[src/core/uip_map.svh]
// Offsets, field positions, reset values and timing counts of the interrupt identification block.
// Included by its bare name from the package and the identification module.
`ifndef UIP_MAP_SVH
`define UIP_MAP_SVH

// Register byte offsets on the APB window
`define UIP_OFF_IIR 12'h000
`define UIP_OFF_FCR 12'h004
`define UIP_OFF_LCR 12'h008
`define UIP_OFF_LSR 12'h00C
`define UIP_OFF_ABCR 12'h010
`define UIP_OFF_ISTAT 12'h014
`define UIP_OFF_IEN 12'h018
`define UIP_OFF_ICLR 12'h01C

// Identification register fields
`define UIP_IIR_PEND_BIT 0
`define UIP_IIR_CODE_LSB 1
`define UIP_IIR_FIFO_LSB 6
`define UIP_IIR_ABEND_BIT 8
`define UIP_IIR_ABTO_BIT 9

// Source codes
`define UIP_CODE_NONE 3'h0
`define UIP_CODE_LINE 3'h3
`define UIP_CODE_FILL 3'h2
`define UIP_CODE_IDLE 3'h6
`define UIP_CODE_TRANSMIT_EMPTY_IRQ 3'h1

// FIFO control and line control fields
`define UIP_FCR_EN_BIT 0
`define UIP_FCR_TRIG_LSB 6
`define UIP_LCR_WLS_LSB 0
`define UIP_LCR_STOP_BIT 2
`define UIP_LCR_PAR_BIT 3

// Line condition fields
`define UIP_LSR_RDR_BIT 0
`define UIP_LSR_ERR_LSB 1
`define UIP_LSR_TRANSMIT_EMPTY_IRQ_BIT 5

// Auto-baud clear bits
`define UIP_ABCR_END_BIT 8
`define UIP_ABCR_TO_BIT 9

// Interrupt status layout
`define UIP_ST_LINE 0
`define UIP_ST_FILL 1
`define UIP_ST_IDLE 2
`define UIP_ST_TRANSMIT_EMPTY_IRQ 3
`define UIP_ST_ABEND 4
`define UIP_ST_ABTO 5
`define UIP_ST_W 6

// Reset values
`define UIP_RST_IIR_PEND 1'b1
`define UIP_RST_CODE 3'h0
`define UIP_RST_TRIG 2'h0
`define UIP_RST_WLS 2'h0
`define UIP_RST_IEN 6'h00

// Trigger thresholds in characters
`define UIP_TRIG_L0 5'h01
`define UIP_TRIG_L1 5'h04
`define UIP_TRIG_L2 5'h08
`define UIP_TRIG_L3 5'h0E

// Timing counts in receive clock periods
`define UIP_RCLK_PER_BIT 8'h10
`define UIP_IDLE_MUL 10'h007
`define UIP_IDLE_SUB 10'h002
`define UIP_IDLE_SCALE 10'h008
`define UIP_IDLE_ADD 10'h001
`define UIP_WORD_MIN 10'h005

`endif

[src/core/uip_pkg.sv]
// Types shared by the interrupt identification block and its idle timer.
// Assumes uip_map.svh is on the include path.
`include "uip_map.svh"

package uip_pkg;

  typedef logic [2:0] uip_code_t;

  typedef struct packed {
    logic pready;
    logic pslverr;
    logic [31:0] prdata;
    logic fcrEn;
    logic [1:0] fcrTrig;
    logic [1:0] lcrWls;
    logic lcrStop;
    logic lcrParity;
    logic [3:0] lsrErr;
    logic lineIrq;
    logic fillIrq;
    logic idleIrq;
    logic threIrq;
    logic threHeld2;
    logic txEmptyPrev;
    logic [7:0] threDelay;
    logic threDelayRun;
    logic abEnd;
    logic abTimeout;
    uip_code_t iirCode;
    logic iirPendN;
    logic [`UIP_ST_W-1:0] status;
    logic [`UIP_ST_W-1:0] ien;
    logic irq;
  } uip_state_t;

  typedef struct packed {
    logic [9:0] count;
    logic expired;
  } uip_tmr_state_t;

endpackage

[src/core/uip_tmr_if.sv]
// Link between the identification logic and its receive idle timer.
// Both ends run on the same clock.
`timescale 1ns/1ps
`default_nettype none

interface uip_tmr_if;
  logic tick;
  logic activity;
  logic armed;
  logic [9:0] window;
  logic expired;

  modport ctrl (output tick, output activity, output armed, output window, input expired);
  modport timer (input tick, input activity, input armed, input window, output expired);
endinterface

`default_nettype wire

[src/core/uip_idle_timer.sv]
// Receive idle timer: counts receive clock ticks while the FIFO holds data.
// Assumes window is stable while armed, except when FIFO fill changes.
`timescale 1ns/1ps
`default_nettype none

module uip_idle_timer (
  input wire logic clk_sys,
  input wire logic rst_b,
  input wire logic ce,
  uip_tmr_if.timer tmr
);
  import uip_pkg::*;

  uip_tmr_state_t state_reg;
  uip_tmr_state_t state_next;

  assign tmr.expired = state_reg.expired;

  always_comb begin
    state_next = state_reg;
    if (!tmr.armed || tmr.activity) begin
      // Any write or read restarts the idle window
      state_next.count = 10'h000;
      state_next.expired = 1'b0;
    end else if (tmr.tick && !state_reg.expired) begin
      state_next.count = state_reg.count + 10'h001;
      if (state_next.count >= tmr.window) begin
        state_next.expired = 1'b1;
      end
    end
  end

  always_ff @(posedge clk_sys) begin
    if (!rst_b) begin
      state_reg <= '0;
    end else if (ce) begin
      state_reg <= state_next;
    end
  end

endmodule

`default_nettype wire

[src/core/uip_ident.sv]
// Interrupt identification and prioritisation for an asynchronous serial port, APB slave.
// Assumes FIFO counts, strobes and the receive clock tick are synchronous to clk_sys.
//
// Notes on behaviour
// - With nothing pending the identification nibble reads 0001.
// - Pending flag low when any non auto-baud source is active; field names it.
// - Line error source is highest, code 011, set by overrun, parity, framing, break.
// - Error cause shows in line condition bits 4:1; reading that register clears.
// - Fill (010) and idle timeout (110) form second level, fill shown first, above transmit empty.
// - Fill source follows FIFO level against the selected trigger threshold.
// - Idle timeout when FIFO non-empty and no activity for the window.
// - Any receive FIFO write or read clears the idle timeout.
// - Window is ((len*7)-2)*8 + (trigger-held)*8 + 1 receive clock periods.
// - Transmit empty source, code 001, third level, raised when FIFO empties.
// - Empty without two held characters waits one character less stop bit.
// - Empty after holding two or more characters raises the source at once.
// - Holding register write, or identification read showing 001, clears it.
// - Reserved nibbles 0000, 0011, 0111, 10xx, 1110, 1111 never appear.
// - Identification frozen during its read; new sources show on next read.
// - Auto-baud end and timeout in bits 9:8, cleared only by clear bits.
// - Trigger field 0..3 selects 1, 4, 8 and 14 characters.
`include "uip_map.svh"
`timescale 1ns/1ps
`default_nettype none

module uip_ident (
  input wire logic clk_sys,
  input wire logic rst_b,
  input wire logic ce,
  input wire logic [11:0] paddr,
  input wire logic psel,
  input wire logic penable,
  input wire logic pwrite,
  input wire logic [31:0] pwdata,
  output logic [31:0] prdata,
  output logic pready,
  output logic pslverr,
  input wire logic [4:0] rxFifoCount,
  input wire logic rxFifoWrite,
  input wire logic rxFifoRead,
  input wire logic [4:0] txFifoCount,
  input wire logic txHoldWrite,
  input wire logic overrunError,
  input wire logic parityError,
  input wire logic framingError,
  input wire logic breakIndication,
  input wire logic rclkTick,
  input wire logic autoBaudDone,
  input wire logic autoBaudTimeout,
  output logic irqOut
);
  import uip_pkg::*;

  ////////////////////////////////////////////////////////////////////////////
  // Helpers

  function automatic logic [4:0] trigLevel(input logic [1:0] sel);
    logic [4:0] lvl;
    lvl = `UIP_TRIG_L0;
    case (sel)
      2'h0: lvl = `UIP_TRIG_L0;
      2'h1: lvl = `UIP_TRIG_L1;
      2'h2: lvl = `UIP_TRIG_L2;
      default: lvl = `UIP_TRIG_L3;
    endcase
    return lvl;
  endfunction

  function automatic logic [9:0] wordLen(input logic [1:0] wls);
    return `UIP_WORD_MIN + {8'h00, wls};
  endfunction

  // Negative fill difference is clamped to zero, not wrapped
  function automatic logic [9:0] idleWindow(input logic [1:0] wls, input logic [1:0] trig,
                                            input logic [4:0] held);
    logic [9:0] base;
    logic [9:0] extra;
    logic [4:0] lvl;
    lvl = trigLevel(trig);
    base = (wordLen(wls) * `UIP_IDLE_MUL - `UIP_IDLE_SUB) * `UIP_IDLE_SCALE;
    extra = 10'h000;
    if (held < lvl) begin
      extra = {5'h00, lvl - held} * `UIP_IDLE_SCALE;
    end
    return base + extra + `UIP_IDLE_ADD;
  endfunction

  // Start bit, data bits and parity; the stop bit is left out
  function automatic logic [7:0] charNoStop(input logic [1:0] wls, input logic par);
    logic [7:0] bits;
    bits = 8'h01 + 8'(wordLen(wls)) + {7'h00, par};
    return bits * `UIP_RCLK_PER_BIT;
  endfunction

  ////////////////////////////////////////////////////////////////////////////
  // State and idle timer

  uip_state_t state_reg;
  uip_state_t state_next;
  uip_tmr_if tmr ();

  uip_idle_timer u_timer (
    .clk_sys(clk_sys),
    .rst_b(rst_b),
    .ce(ce),
    .tmr(tmr.timer)
  );

  assign tmr.tick = rclkTick;
  assign tmr.activity = rxFifoWrite | rxFifoRead;
  assign tmr.armed = (rxFifoCount != 5'h00);
  assign tmr.window = idleWindow(state_reg.lcrWls, state_reg.fcrTrig, rxFifoCount);

  assign prdata = state_reg.prdata;
  assign pready = state_reg.pready;
  assign pslverr = state_reg.pslverr;
  assign irqOut = state_reg.irq;

  ////////////////////////////////////////////////////////////////////////////
  // Next state

  logic accessWait;
  logic accessDone;
  logic rdDone;
  logic wrDone;
  logic mapped;
  logic iirReadActive;
  logic txEmpty;
  logic [3:0] errNow;
  uip_code_t liveCode;
  logic [31:0] readMux;
  logic [`UIP_ST_W-1:0] events;

  always_comb begin
    state_next = state_reg;
    // One wait state: pready rises on the second access cycle
    accessWait = psel && penable && !state_reg.pready;
    accessDone = psel && penable && state_reg.pready;
    rdDone = accessDone && !pwrite;
    wrDone = accessDone && pwrite;
    iirReadActive = psel && !pwrite && (paddr == `UIP_OFF_IIR);
    txEmpty = (txFifoCount == 5'h00);
    errNow = {breakIndication, framingError, parityError, overrunError};

    mapped = 1'b1;
    readMux = 32'h0000_0000;
    if (paddr == `UIP_OFF_IIR) begin
      readMux[`UIP_IIR_PEND_BIT] = state_reg.iirPendN;
      readMux[`UIP_IIR_CODE_LSB +: 3] = state_reg.iirCode;
      readMux[`UIP_IIR_FIFO_LSB +: 2] = {2{state_reg.fcrEn}};
      readMux[`UIP_IIR_ABEND_BIT] = state_reg.abEnd && state_reg.ien[`UIP_ST_ABEND];
      readMux[`UIP_IIR_ABTO_BIT] = state_reg.abTimeout && state_reg.ien[`UIP_ST_ABTO];
    end else if (paddr == `UIP_OFF_FCR) begin
      readMux[`UIP_FCR_EN_BIT] = state_reg.fcrEn;
      readMux[`UIP_FCR_TRIG_LSB +: 2] = state_reg.fcrTrig;
    end else if (paddr == `UIP_OFF_LCR) begin
      readMux[`UIP_LCR_WLS_LSB +: 2] = state_reg.lcrWls;
      readMux[`UIP_LCR_STOP_BIT] = state_reg.lcrStop;
      readMux[`UIP_LCR_PAR_BIT] = state_reg.lcrParity;
    end else if (paddr == `UIP_OFF_LSR) begin
      readMux[`UIP_LSR_RDR_BIT] = (rxFifoCount != 5'h00);
      readMux[`UIP_LSR_ERR_LSB +: 4] = state_reg.lsrErr;
      readMux[`UIP_LSR_TRANSMIT_EMPTY_IRQ_BIT] = txEmpty;
    end else if (paddr == `UIP_OFF_ABCR) begin
      readMux = 32'h0000_0000;
    end else if (paddr == `UIP_OFF_ISTAT) begin
      readMux[`UIP_ST_W-1:0] = state_reg.status;
    end else if (paddr == `UIP_OFF_IEN) begin
      readMux[`UIP_ST_W-1:0] = state_reg.ien;
    end else if (paddr == `UIP_OFF_ICLR) begin
      readMux = 32'h0000_0000;
    end else begin
      mapped = 1'b0;
    end

    // Bus answer
    state_next.pready = accessWait;
    state_next.pslverr = accessWait && !mapped;
    if (accessWait) begin
      state_next.prdata = readMux;
    end

    // Register writes
    if (wrDone && paddr == `UIP_OFF_FCR) begin
      state_next.fcrEn = pwdata[`UIP_FCR_EN_BIT];
      state_next.fcrTrig = pwdata[`UIP_FCR_TRIG_LSB +: 2];
    end
    if (wrDone && paddr == `UIP_OFF_LCR) begin
      state_next.lcrWls = pwdata[`UIP_LCR_WLS_LSB +: 2];
      state_next.lcrStop = pwdata[`UIP_LCR_STOP_BIT];
      state_next.lcrParity = pwdata[`UIP_LCR_PAR_BIT];
    end
    if (wrDone && paddr == `UIP_OFF_IEN) begin
      state_next.ien = pwdata[`UIP_ST_W-1:0];
    end

    // Line error source; an error in the clearing cycle survives
    if (rdDone && paddr == `UIP_OFF_LSR) begin
      state_next.lsrErr = 4'h0;
      state_next.lineIrq = 1'b0;
    end
    state_next.lsrErr = state_next.lsrErr | errNow;
    if (errNow != 4'h0) begin
      state_next.lineIrq = 1'b1;
    end

    // Receive fill level and idle timeout
    state_next.fillIrq = (rxFifoCount >= trigLevel(state_reg.fcrTrig));
    state_next.idleIrq = tmr.expired;

    // Clears come first, so an empty event in the same cycle wins
    if (txHoldWrite) begin
      state_next.threIrq = 1'b0;
    end
    if (rdDone && paddr == `UIP_OFF_IIR && !state_reg.iirPendN && state_reg.iirCode == `UIP_CODE_TRANSMIT_EMPTY_IRQ) begin
      state_next.threIrq = 1'b0;
    end
    // Transmit empty with start-up postponement
    state_next.txEmptyPrev = txEmpty;
    if (txFifoCount >= 5'h02) begin
      state_next.threHeld2 = 1'b1;
    end
    if (!txEmpty) begin
      state_next.threDelayRun = 1'b0;
    end else if (!state_reg.txEmptyPrev) begin
      if (state_reg.threHeld2) begin
        state_next.threIrq = 1'b1;
        state_next.threHeld2 = 1'b0;
      end else begin
        state_next.threDelay = charNoStop(state_reg.lcrWls, state_reg.lcrParity);
        state_next.threDelayRun = 1'b1;
      end
    end else if (state_reg.threDelayRun && rclkTick) begin
      if (state_reg.threDelay <= 8'h01) begin
        state_next.threDelayRun = 1'b0;
        state_next.threIrq = 1'b1;
      end else begin
        state_next.threDelay = state_reg.threDelay - 8'h01;
      end
    end
    if (state_reg.txEmptyPrev && state_reg.threHeld2 && txEmpty && !state_reg.threIrq) begin
      // Emptied again after a burst without passing through the edge above
      state_next.threIrq = 1'b1;
      state_next.threHeld2 = 1'b0;
    end

    // Auto-baud flags: only the clear bits remove them, set wins
    if (wrDone && paddr == `UIP_OFF_ABCR) begin
      if (pwdata[`UIP_ABCR_END_BIT]) begin
        state_next.abEnd = 1'b0;
      end
      if (pwdata[`UIP_ABCR_TO_BIT]) begin
        state_next.abTimeout = 1'b0;
      end
    end
    if (autoBaudDone) begin
      state_next.abEnd = 1'b1;
    end
    if (autoBaudTimeout) begin
      state_next.abTimeout = 1'b1;
    end

    // Priority encoding; only defined codes can come out
    liveCode = `UIP_CODE_NONE;
    if (state_reg.lineIrq) begin
      liveCode = `UIP_CODE_LINE;
    end else if (state_reg.fillIrq) begin
      liveCode = `UIP_CODE_FILL;
    end else if (state_reg.idleIrq) begin
      liveCode = `UIP_CODE_IDLE;
    end else if (state_reg.threIrq) begin
      liveCode = `UIP_CODE_TRANSMIT_EMPTY_IRQ;
    end
    // Snapshot held from setup through access of an identification read
    if (!iirReadActive) begin
      state_next.iirCode = liveCode;
      state_next.iirPendN = (liveCode == `UIP_CODE_NONE);
    end

    // Sticky status on rising source edges and on the auto-baud input strobes; set wins over clear
    events = '0;
    events[`UIP_ST_LINE] = state_next.lineIrq && !state_reg.lineIrq;
    events[`UIP_ST_FILL] = state_next.fillIrq && !state_reg.fillIrq;
    events[`UIP_ST_IDLE] = state_next.idleIrq && !state_reg.idleIrq;
    events[`UIP_ST_TRANSMIT_EMPTY_IRQ] = state_next.threIrq && !state_reg.threIrq;
    events[`UIP_ST_ABEND] = autoBaudDone;
    events[`UIP_ST_ABTO] = autoBaudTimeout;
    if (wrDone && paddr == `UIP_OFF_ICLR) begin
      state_next.status = state_reg.status & ~pwdata[`UIP_ST_W-1:0];
    end
    state_next.status = state_next.status | events;
    state_next.irq = |(state_next.status & state_next.ien);
  end

  ////////////////////////////////////////////////////////////////////////////
  // Registers

  always_ff @(posedge clk_sys) begin
    if (!rst_b) begin
      state_reg <= '0;
      state_reg.iirPendN <= `UIP_RST_IIR_PEND;
      state_reg.iirCode <= `UIP_RST_CODE;
      state_reg.fcrTrig <= `UIP_RST_TRIG;
      state_reg.lcrWls <= `UIP_RST_WLS;
      state_reg.ien <= `UIP_RST_IEN;
    end else if (ce) begin
      state_reg <= state_next;
    end
  end

endmodule

`default_nettype wire

[config.mk]
export PLATFORM = sky130hd
export DESIGN_NAME = uip_ident
export DESIGN_NICKNAME = d
export VERILOG_FILES = /design/src/core/uip_pkg.sv /design/src/core/uip_tmr_if.sv /design/src/core/uip_idle_timer.sv /design/src/core/uip_ident.sv
export VERILOG_INCLUDE_DIRS = /design/src /design/src/core
export SDC_FILE = /design/constraint.sdc
export NUM_CORES = 1
export LEC_CHECK = 0
export ABC_AREA = 1
export BUFFER_PORTS_ARGS = -buffer_cell sky130_fd_sc_hd__buf_2
export CAP_MARGIN = 20
export CORE_MARGIN = 10
export CORE_UTILIZATION = 50
export DETAILED_ROUTE_END_ITERATION = 6
export HOLD_SLACK_MARGIN = 0.1
export PLACE_DENSITY = 0.75
export SYNTH_ARGS = -nofsm -noshare
export SYNTH_HDL_FRONTEND = slang
export SYNTH_SLANG_ARGS = --single-unit
export TNS_END_PERCENT = 1
[constraint.sdc]
create_clock -name clk_sys -period 4.2 [get_ports clk_sys]
set_input_delay 0.84 -clock clk_sys [delete_from_list [all_inputs] [get_ports clk_sys]]
set_output_delay 0.84 -clock clk_sys [all_outputs]
set_load 0.02 [all_outputs]
== After elaboration in Yosys (flattened, before gate mapping) ==
Cells that the tools add are included.
Storage, ports and cells
  register bits: 90
  input port bits: 70
  output and inout port bits: 35
  word-level logic and storage cells: 187
Operators by class
  add/subtract/negate cells: 9
  multipliers: 1
  order comparisons: 5
  equal/unequal tests: 16
  muxes and demuxes: 61
  bitwise gates (word level): 7
  reduce and logical (&&, ||, !) cells: 62
Operators with widths (count)
  32-bit two-way mux: 4
  12-bit by 5-bit equality test with 1-bit output (second input constant): 4
  6-bit two-way mux: 6
  1-bit logical AND: 28
  28-bit two-way mux: 1
  9-bit two-way mux: 3
  26-bit two-way mux: 1
  1-bit two-way mux: 25
  12-bit by 4-bit equality test with 1-bit output (second input constant): 2
  24-bit two-way mux: 1
  11-bit two-way mux: 2
  22-bit two-way mux: 1
  10-bit by 1-bit adder with 10-bit output (second input constant): 2
  8-bit two-way mux: 2
  6-bit bitwise AND: 2
  12-bit by 3-bit equality test with 1-bit output (second input constant): 1
  12-bit logical NOT: 1
  2-bit two-way mux: 6
  4-bit two-way mux: 3
  4-bit case mux with 3 select lines: 1
  2-bit nonzero test: 6
  10-bit adder: 1
  10-bit >= comparator: 1
  1-bit logical NOT: 10
  other kinds (36): 47

== Depth between registers and ports, before layout ==
  depth after elaboration: 16
  depth in mapped cells: 23
  gate-level depth less buffers: 23

== Modules after synthesis ==
From an unflattened synthesis, not the netlist that was laid out.
Unflattened totals
  cell total of the unflattened synthesis: 735
  area total of the unflattened synthesis: 4906.0 µm²
By module, submodules not included
  uip_ident: times used 1, cells each 597, area each 4001.3 µm², seq. area each 1141.1 µm²
  uip_idle_timer: times used 1, cells each 138, area each 904.6 µm², seq. area each 220.2 µm²

== Least setup slack after synthesis ==
OpenSTA, ideal clock, no wires.
  path kind: input to register
  start: input port rxFifoCount[3]
  end: register u_timer.state_reg (netlist bit u_timer.tmr.expired)
  library setup time: 0.070 ns
  data arrival time: 3.556 ns
  required time: 4.130 ns
  slack: 0.575 ns
  stages on the path: 21
  path buffers: 0
  cells stage by stage: inv_1 -> ha_1 -> inv_1 -> nor2_1 -> nand2_1 -> nand3_1 -> nand2_1 -> nor2_1 -> ha_1 -> fa_1 -> a31oi_1 -> or2_2 -> nand2_1 -> xor2_1 -> ha_1 -> nand2_1 -> nor3_1 -> nand4_1 -> nand4_1 -> nand2_1 -> a21oi_1
On the way
  longest elaborated chain between the ends: 7
  elaborated cells between the ends (all ways): 13
  classes of those cells: add/sub (3); order compare (2); mux (2); reduce/logical (6)
RTL lines
  start: declaration: line uip_ident.sv:38  | input wire logic [4:0] rxFifoCount,
  5-bit subtractor or 5-bit < comparator (tied branches): line uip_ident.sv:83, uip_ident.sv:82
  8-bit two-way mux: line uip_ident.sv:82  | if (held < lvl) begin
  10-bit adder: line uip_ident.sv:85  | return base + extra + `UIP_IDLE_ADD;
  10-bit by 1-bit adder with 10-bit output (no line)
  10-bit >= comparator: line uip_idle_timer.sv:27  | if (state_next.count >= tmr.window) begin
  2-bit nonzero test (no line)
  3-bit AND reduction (no line)
  end signal: assignment: line uip_idle_timer.sv:37  | state_reg <= state_next;
  end: declaration: line uip_idle_timer.sv:14  | uip_tmr_state_t state_reg;
Parallel ways exist; a longest one is shown, timed or not.
A chain may end at the register's enable or synchronous reset.

== Final worst setup path ==
  start: input port rxFifoCount[1]
  end: register u_timer.state_reg (netlist bit u_timer.tmr.expired)
The elaborated chain is that of the path after synthesis.

==> metrics <==
status=finished clean; startpoint class of the critical path=input pin; die width=117 µm; I/O pin count=105; proportion of layout cells with a drive suffix above 1=16.8%; Initial Util=51.1%; Internal=1.15 mW; post-route insts no fill=854; Post-Syn Area=4670 µm²; drt first pass iters=5; PostCTS Resize Cnt=0; Clk pwr share=43.8%; post-synthesis register bit count=68; most used cell, CP=nand2_1; Design Area, Final=5160 µm²; Largest register FFs=44; Combinational Power Share=11.9%; reg2reg start=state_reg[43]; CTS max path bufs=2; largest family of logic cells by synthesized area=simple AND/OR/NAND/NOR gates; Core ar.=9150 µm²; CTS root buf=clkbuf_8; Rel. slew slack=50.3%; routed length per placed instance=14.0 µm; clk_skew=0.00870 ns; fin crit share=91.5%; commonest non-fill, non-tap cell in the layout=nand2_1; CTS Hold Bufs=0; Post-Syn Instances=691; final setup vio count=0; most frequent cells in the layout=nand2_1 (141), inv_1 (85), dfxtp_1 (68); register area share after synthesis=29.1%; Post-Place Cells=838; antenna cells=0; die area=13600 µm²; kind of critical path=in -> reg; Slew @ Worst Pin=0.742 ns; drt initial violations=301; Reg clk slew, reported paths=0.07 ns; max cap viols=0; simple-gate share of the synthesized area=29.2%; Num CTS Buffers=9; XOR/XNOR share of the synthesized area=2.62%; internal reg-to-reg setup slack=0.54 ns; HPWL after DPL=9.40 mm; critical path endpoint category=flip-flop; Hold WS=0.468 ns; Post-DRT Antenna Nets=0; CP required=4.48 ns; # fillers=854; vias=4512; Yosys warning total=0; wl on met1=4.99 mm; CTS tree=done; H-tree depth=3; Area growth syn-to-layout=10.5%; Post-Synth Adder-Cell Area=8.25%; Via density=5.28; Storage cell area=1360 µm²; Syn Area/Cell=6.76 µm²; antenna violations before repair=0; CP max stage cell=fa_1; met2 WL=5.89 mm; Reg2Reg Depth=22; layout net count=837; WHS Endpoint=prdata[4]; pre-CTS WS=-0.0176 ns; leak pwr=2.50 nW; PwrDens=300 nW/µm²; Peak VDD IR=231 µV; Max FO, Critical Path=7; Final Hold Fails=0; top sig layer=met4; switching part of the total=25.4%; DR DRC count=0; GRT Total Usage=17.9%; IO buf count=60; CTS Sinks=68; Fin Setup TNS=0 ns; RSZ-0062 raised after global routing=no; largest net degree at the start of global routing=34; setup bufs post-CTS=0; worst setup margin=0.358 ns; net load switching power=0.393 mW; Die Ht=117 µm; CP Cell Sequence=buf_2 > inv_1 > ha_1 > nand2_1 > inv_1 > nand3_1 > nand3_1 > nand2_1 > nor2_1 > ha_1 > fa_1 > a31oi_1 > or2_2 > nand2_1 > xor2_1 > ha_1 > nand2_1 > nor3_1 > nand4_1 > nand4_1 > nand2_1 > a21oi_1; final worst path period need=3.84 ns; crit-path max cell delay=0.42 ns; Skew-Pair Late Insertion Delay=0.35 ns; GP Congestion=0.944; met3 wire len=779 µm; row cnt=35; Pins Over Slew Limit=0; multiplexer area fraction after synthesis=0%; HP Class=reg -> reg; maximum clock rate=0.260 GHz; Worst EP arrival=4.12 ns; synth unique cells=43; final WL=12.0 mm; Worst R2R End=u_timer.tmr.expired; vias in the first global route=4354; Cell Area, Placed=4910 µm²; post-synthesis compound-gate area fraction=16.0%; WHS Path Cells=2; area of the multi-input gates=2700 µm²; Flop pwr share=44.3%; first-pass GRT wire length=19.8 mm; hold wc startpoint=prdata[4]; global route total overflow=0
==> stage by stage <==
step / utilization (%) / total power, mW
finish: 56.4 / 1.55
global route: 56.4 / 1.61
CTS: 56.4 / 1.56
detailed placement: 53.7 / 0.881
global placement: 53.7 / 0.876
floorplan: - / 0.838
==> worst max path at each step <==
stage	from	depth (start not counted)	slack (ns)	to
global route	rxFifoCount[3]	23	0.02	u_timer.tmr.expired
floorplan	rxFifoCount[3]	21	0.57	u_timer.tmr.expired
finish	rxFifoCount[1]	22	0.36	u_timer.tmr.expired
global placement	rxFifoCount[1]	22	0.15	u_timer.tmr.expired
CTS	rxFifoCount[1]	22	0.34	u_timer.tmr.expired
detailed placement	rxFifoCount[1]	22	-0.02	u_timer.tmr.expired
==> cell families (layout without fill, tap and decap cells) <==
logic type                 count (synthesis)  count (layout)
xor gates and xnor gates                  14              14
AOI/OAI and AO/OA                        136             136
and+or+nand+nor                          293             293
adders and majority gates                 29              29
DFF                                       68              68
other                                      1              22
buffers and inverters                    150             181
==> power by group through the flow <==
stage          Sequential [mW]  Combinational, mW  Clock, mW
4_1_cts                  0.685              0.182      0.692
3_5_place_dp             0.699              0.181          0
6_report                 0.685              0.184      0.678
5_1_grt                  0.688              0.207      0.717
2_1_floorplan            0.697              0.141          0
3_3_place_gp             0.699              0.177          0
==> critical path, delay by kind of cell <==
| kind | cells | cell delay, ns |
|---|---|---|
| buffers and inverters | 3 | 0.22 |
| xor gates and xnor gates | 1 | 0.14 |
| adders and majority gates | 4 | 1.24 |
| AOI/OAI and AO/OA | 2 | 0.30 |
| and+or+nand+nor | 12 | 1.39 |
==> metal layers <==
| metal | vias to the layer above | GRT usage (%) |
|---|---|---|
| li1 | 2283 | - |
| met1 | 2063 | 21.1 |
| met2 | 141 | 30.7 |
| met3 | 25 | 3.90 |
| met4 | 0 | 7.83 |
| met5 | - | 0 |
==> cell type report <==
type	instances	share of cell area [%]
clock buffer	12	3.01
timing repair buffer	64	6.40
inverter	101	7.34
clock inverter	4	1.84
sequential	68	26.4
tap	111	2.69
multi-input combinational	494	52.4
==> Yosys cell counts, drive strengths merged <==
| cell type | count | area [µm²] |
|---|---|---|
| dfxtp | 68 | 1360 |
| clkinv | 1 | 3.75 |
| a211oi | 1 | 7.51 |
| or2 | 3 | 18.8 |
| nor2 | 69 | 327 |
| a31o | 1 | 8.76 |
| and3 | 1 | 6.26 |
| o211a | 2 | 20.0 |
| xor2 | 9 | 78.8 |
| a31oi | 6 | 37.5 |
| o21bai | 1 | 7.51 |
| nand3b | 3 | 22.5 |
| a21oi | 62 | 310 |
| o211ai | 8 | 60.1 |
| and2 | 2 | 12.5 |
| nor3b | 1 | 7.51 |
| o31ai | 2 | 28.8 |
| nor4 | 1 | 6.26 |
| o22ai | 1 | 6.26 |
| nand2 | 147 | 572 |
| nor3 | 11 | 71.3 |
| fa | 3 | 60.1 |
| buf | 36 | 260 |
| conb | 1 | 3.75 |
| nand4 | 19 | 119 |
| clkbuf | 13 | 48.8 |
| xnor2 | 5 | 43.8 |
| ha | 26 | 325 |
| o21ai | 52 | 260 |
| nand3 | 36 | 203 |
| inv | 100 | 375 |
Power figures use the tool's default switching activity.
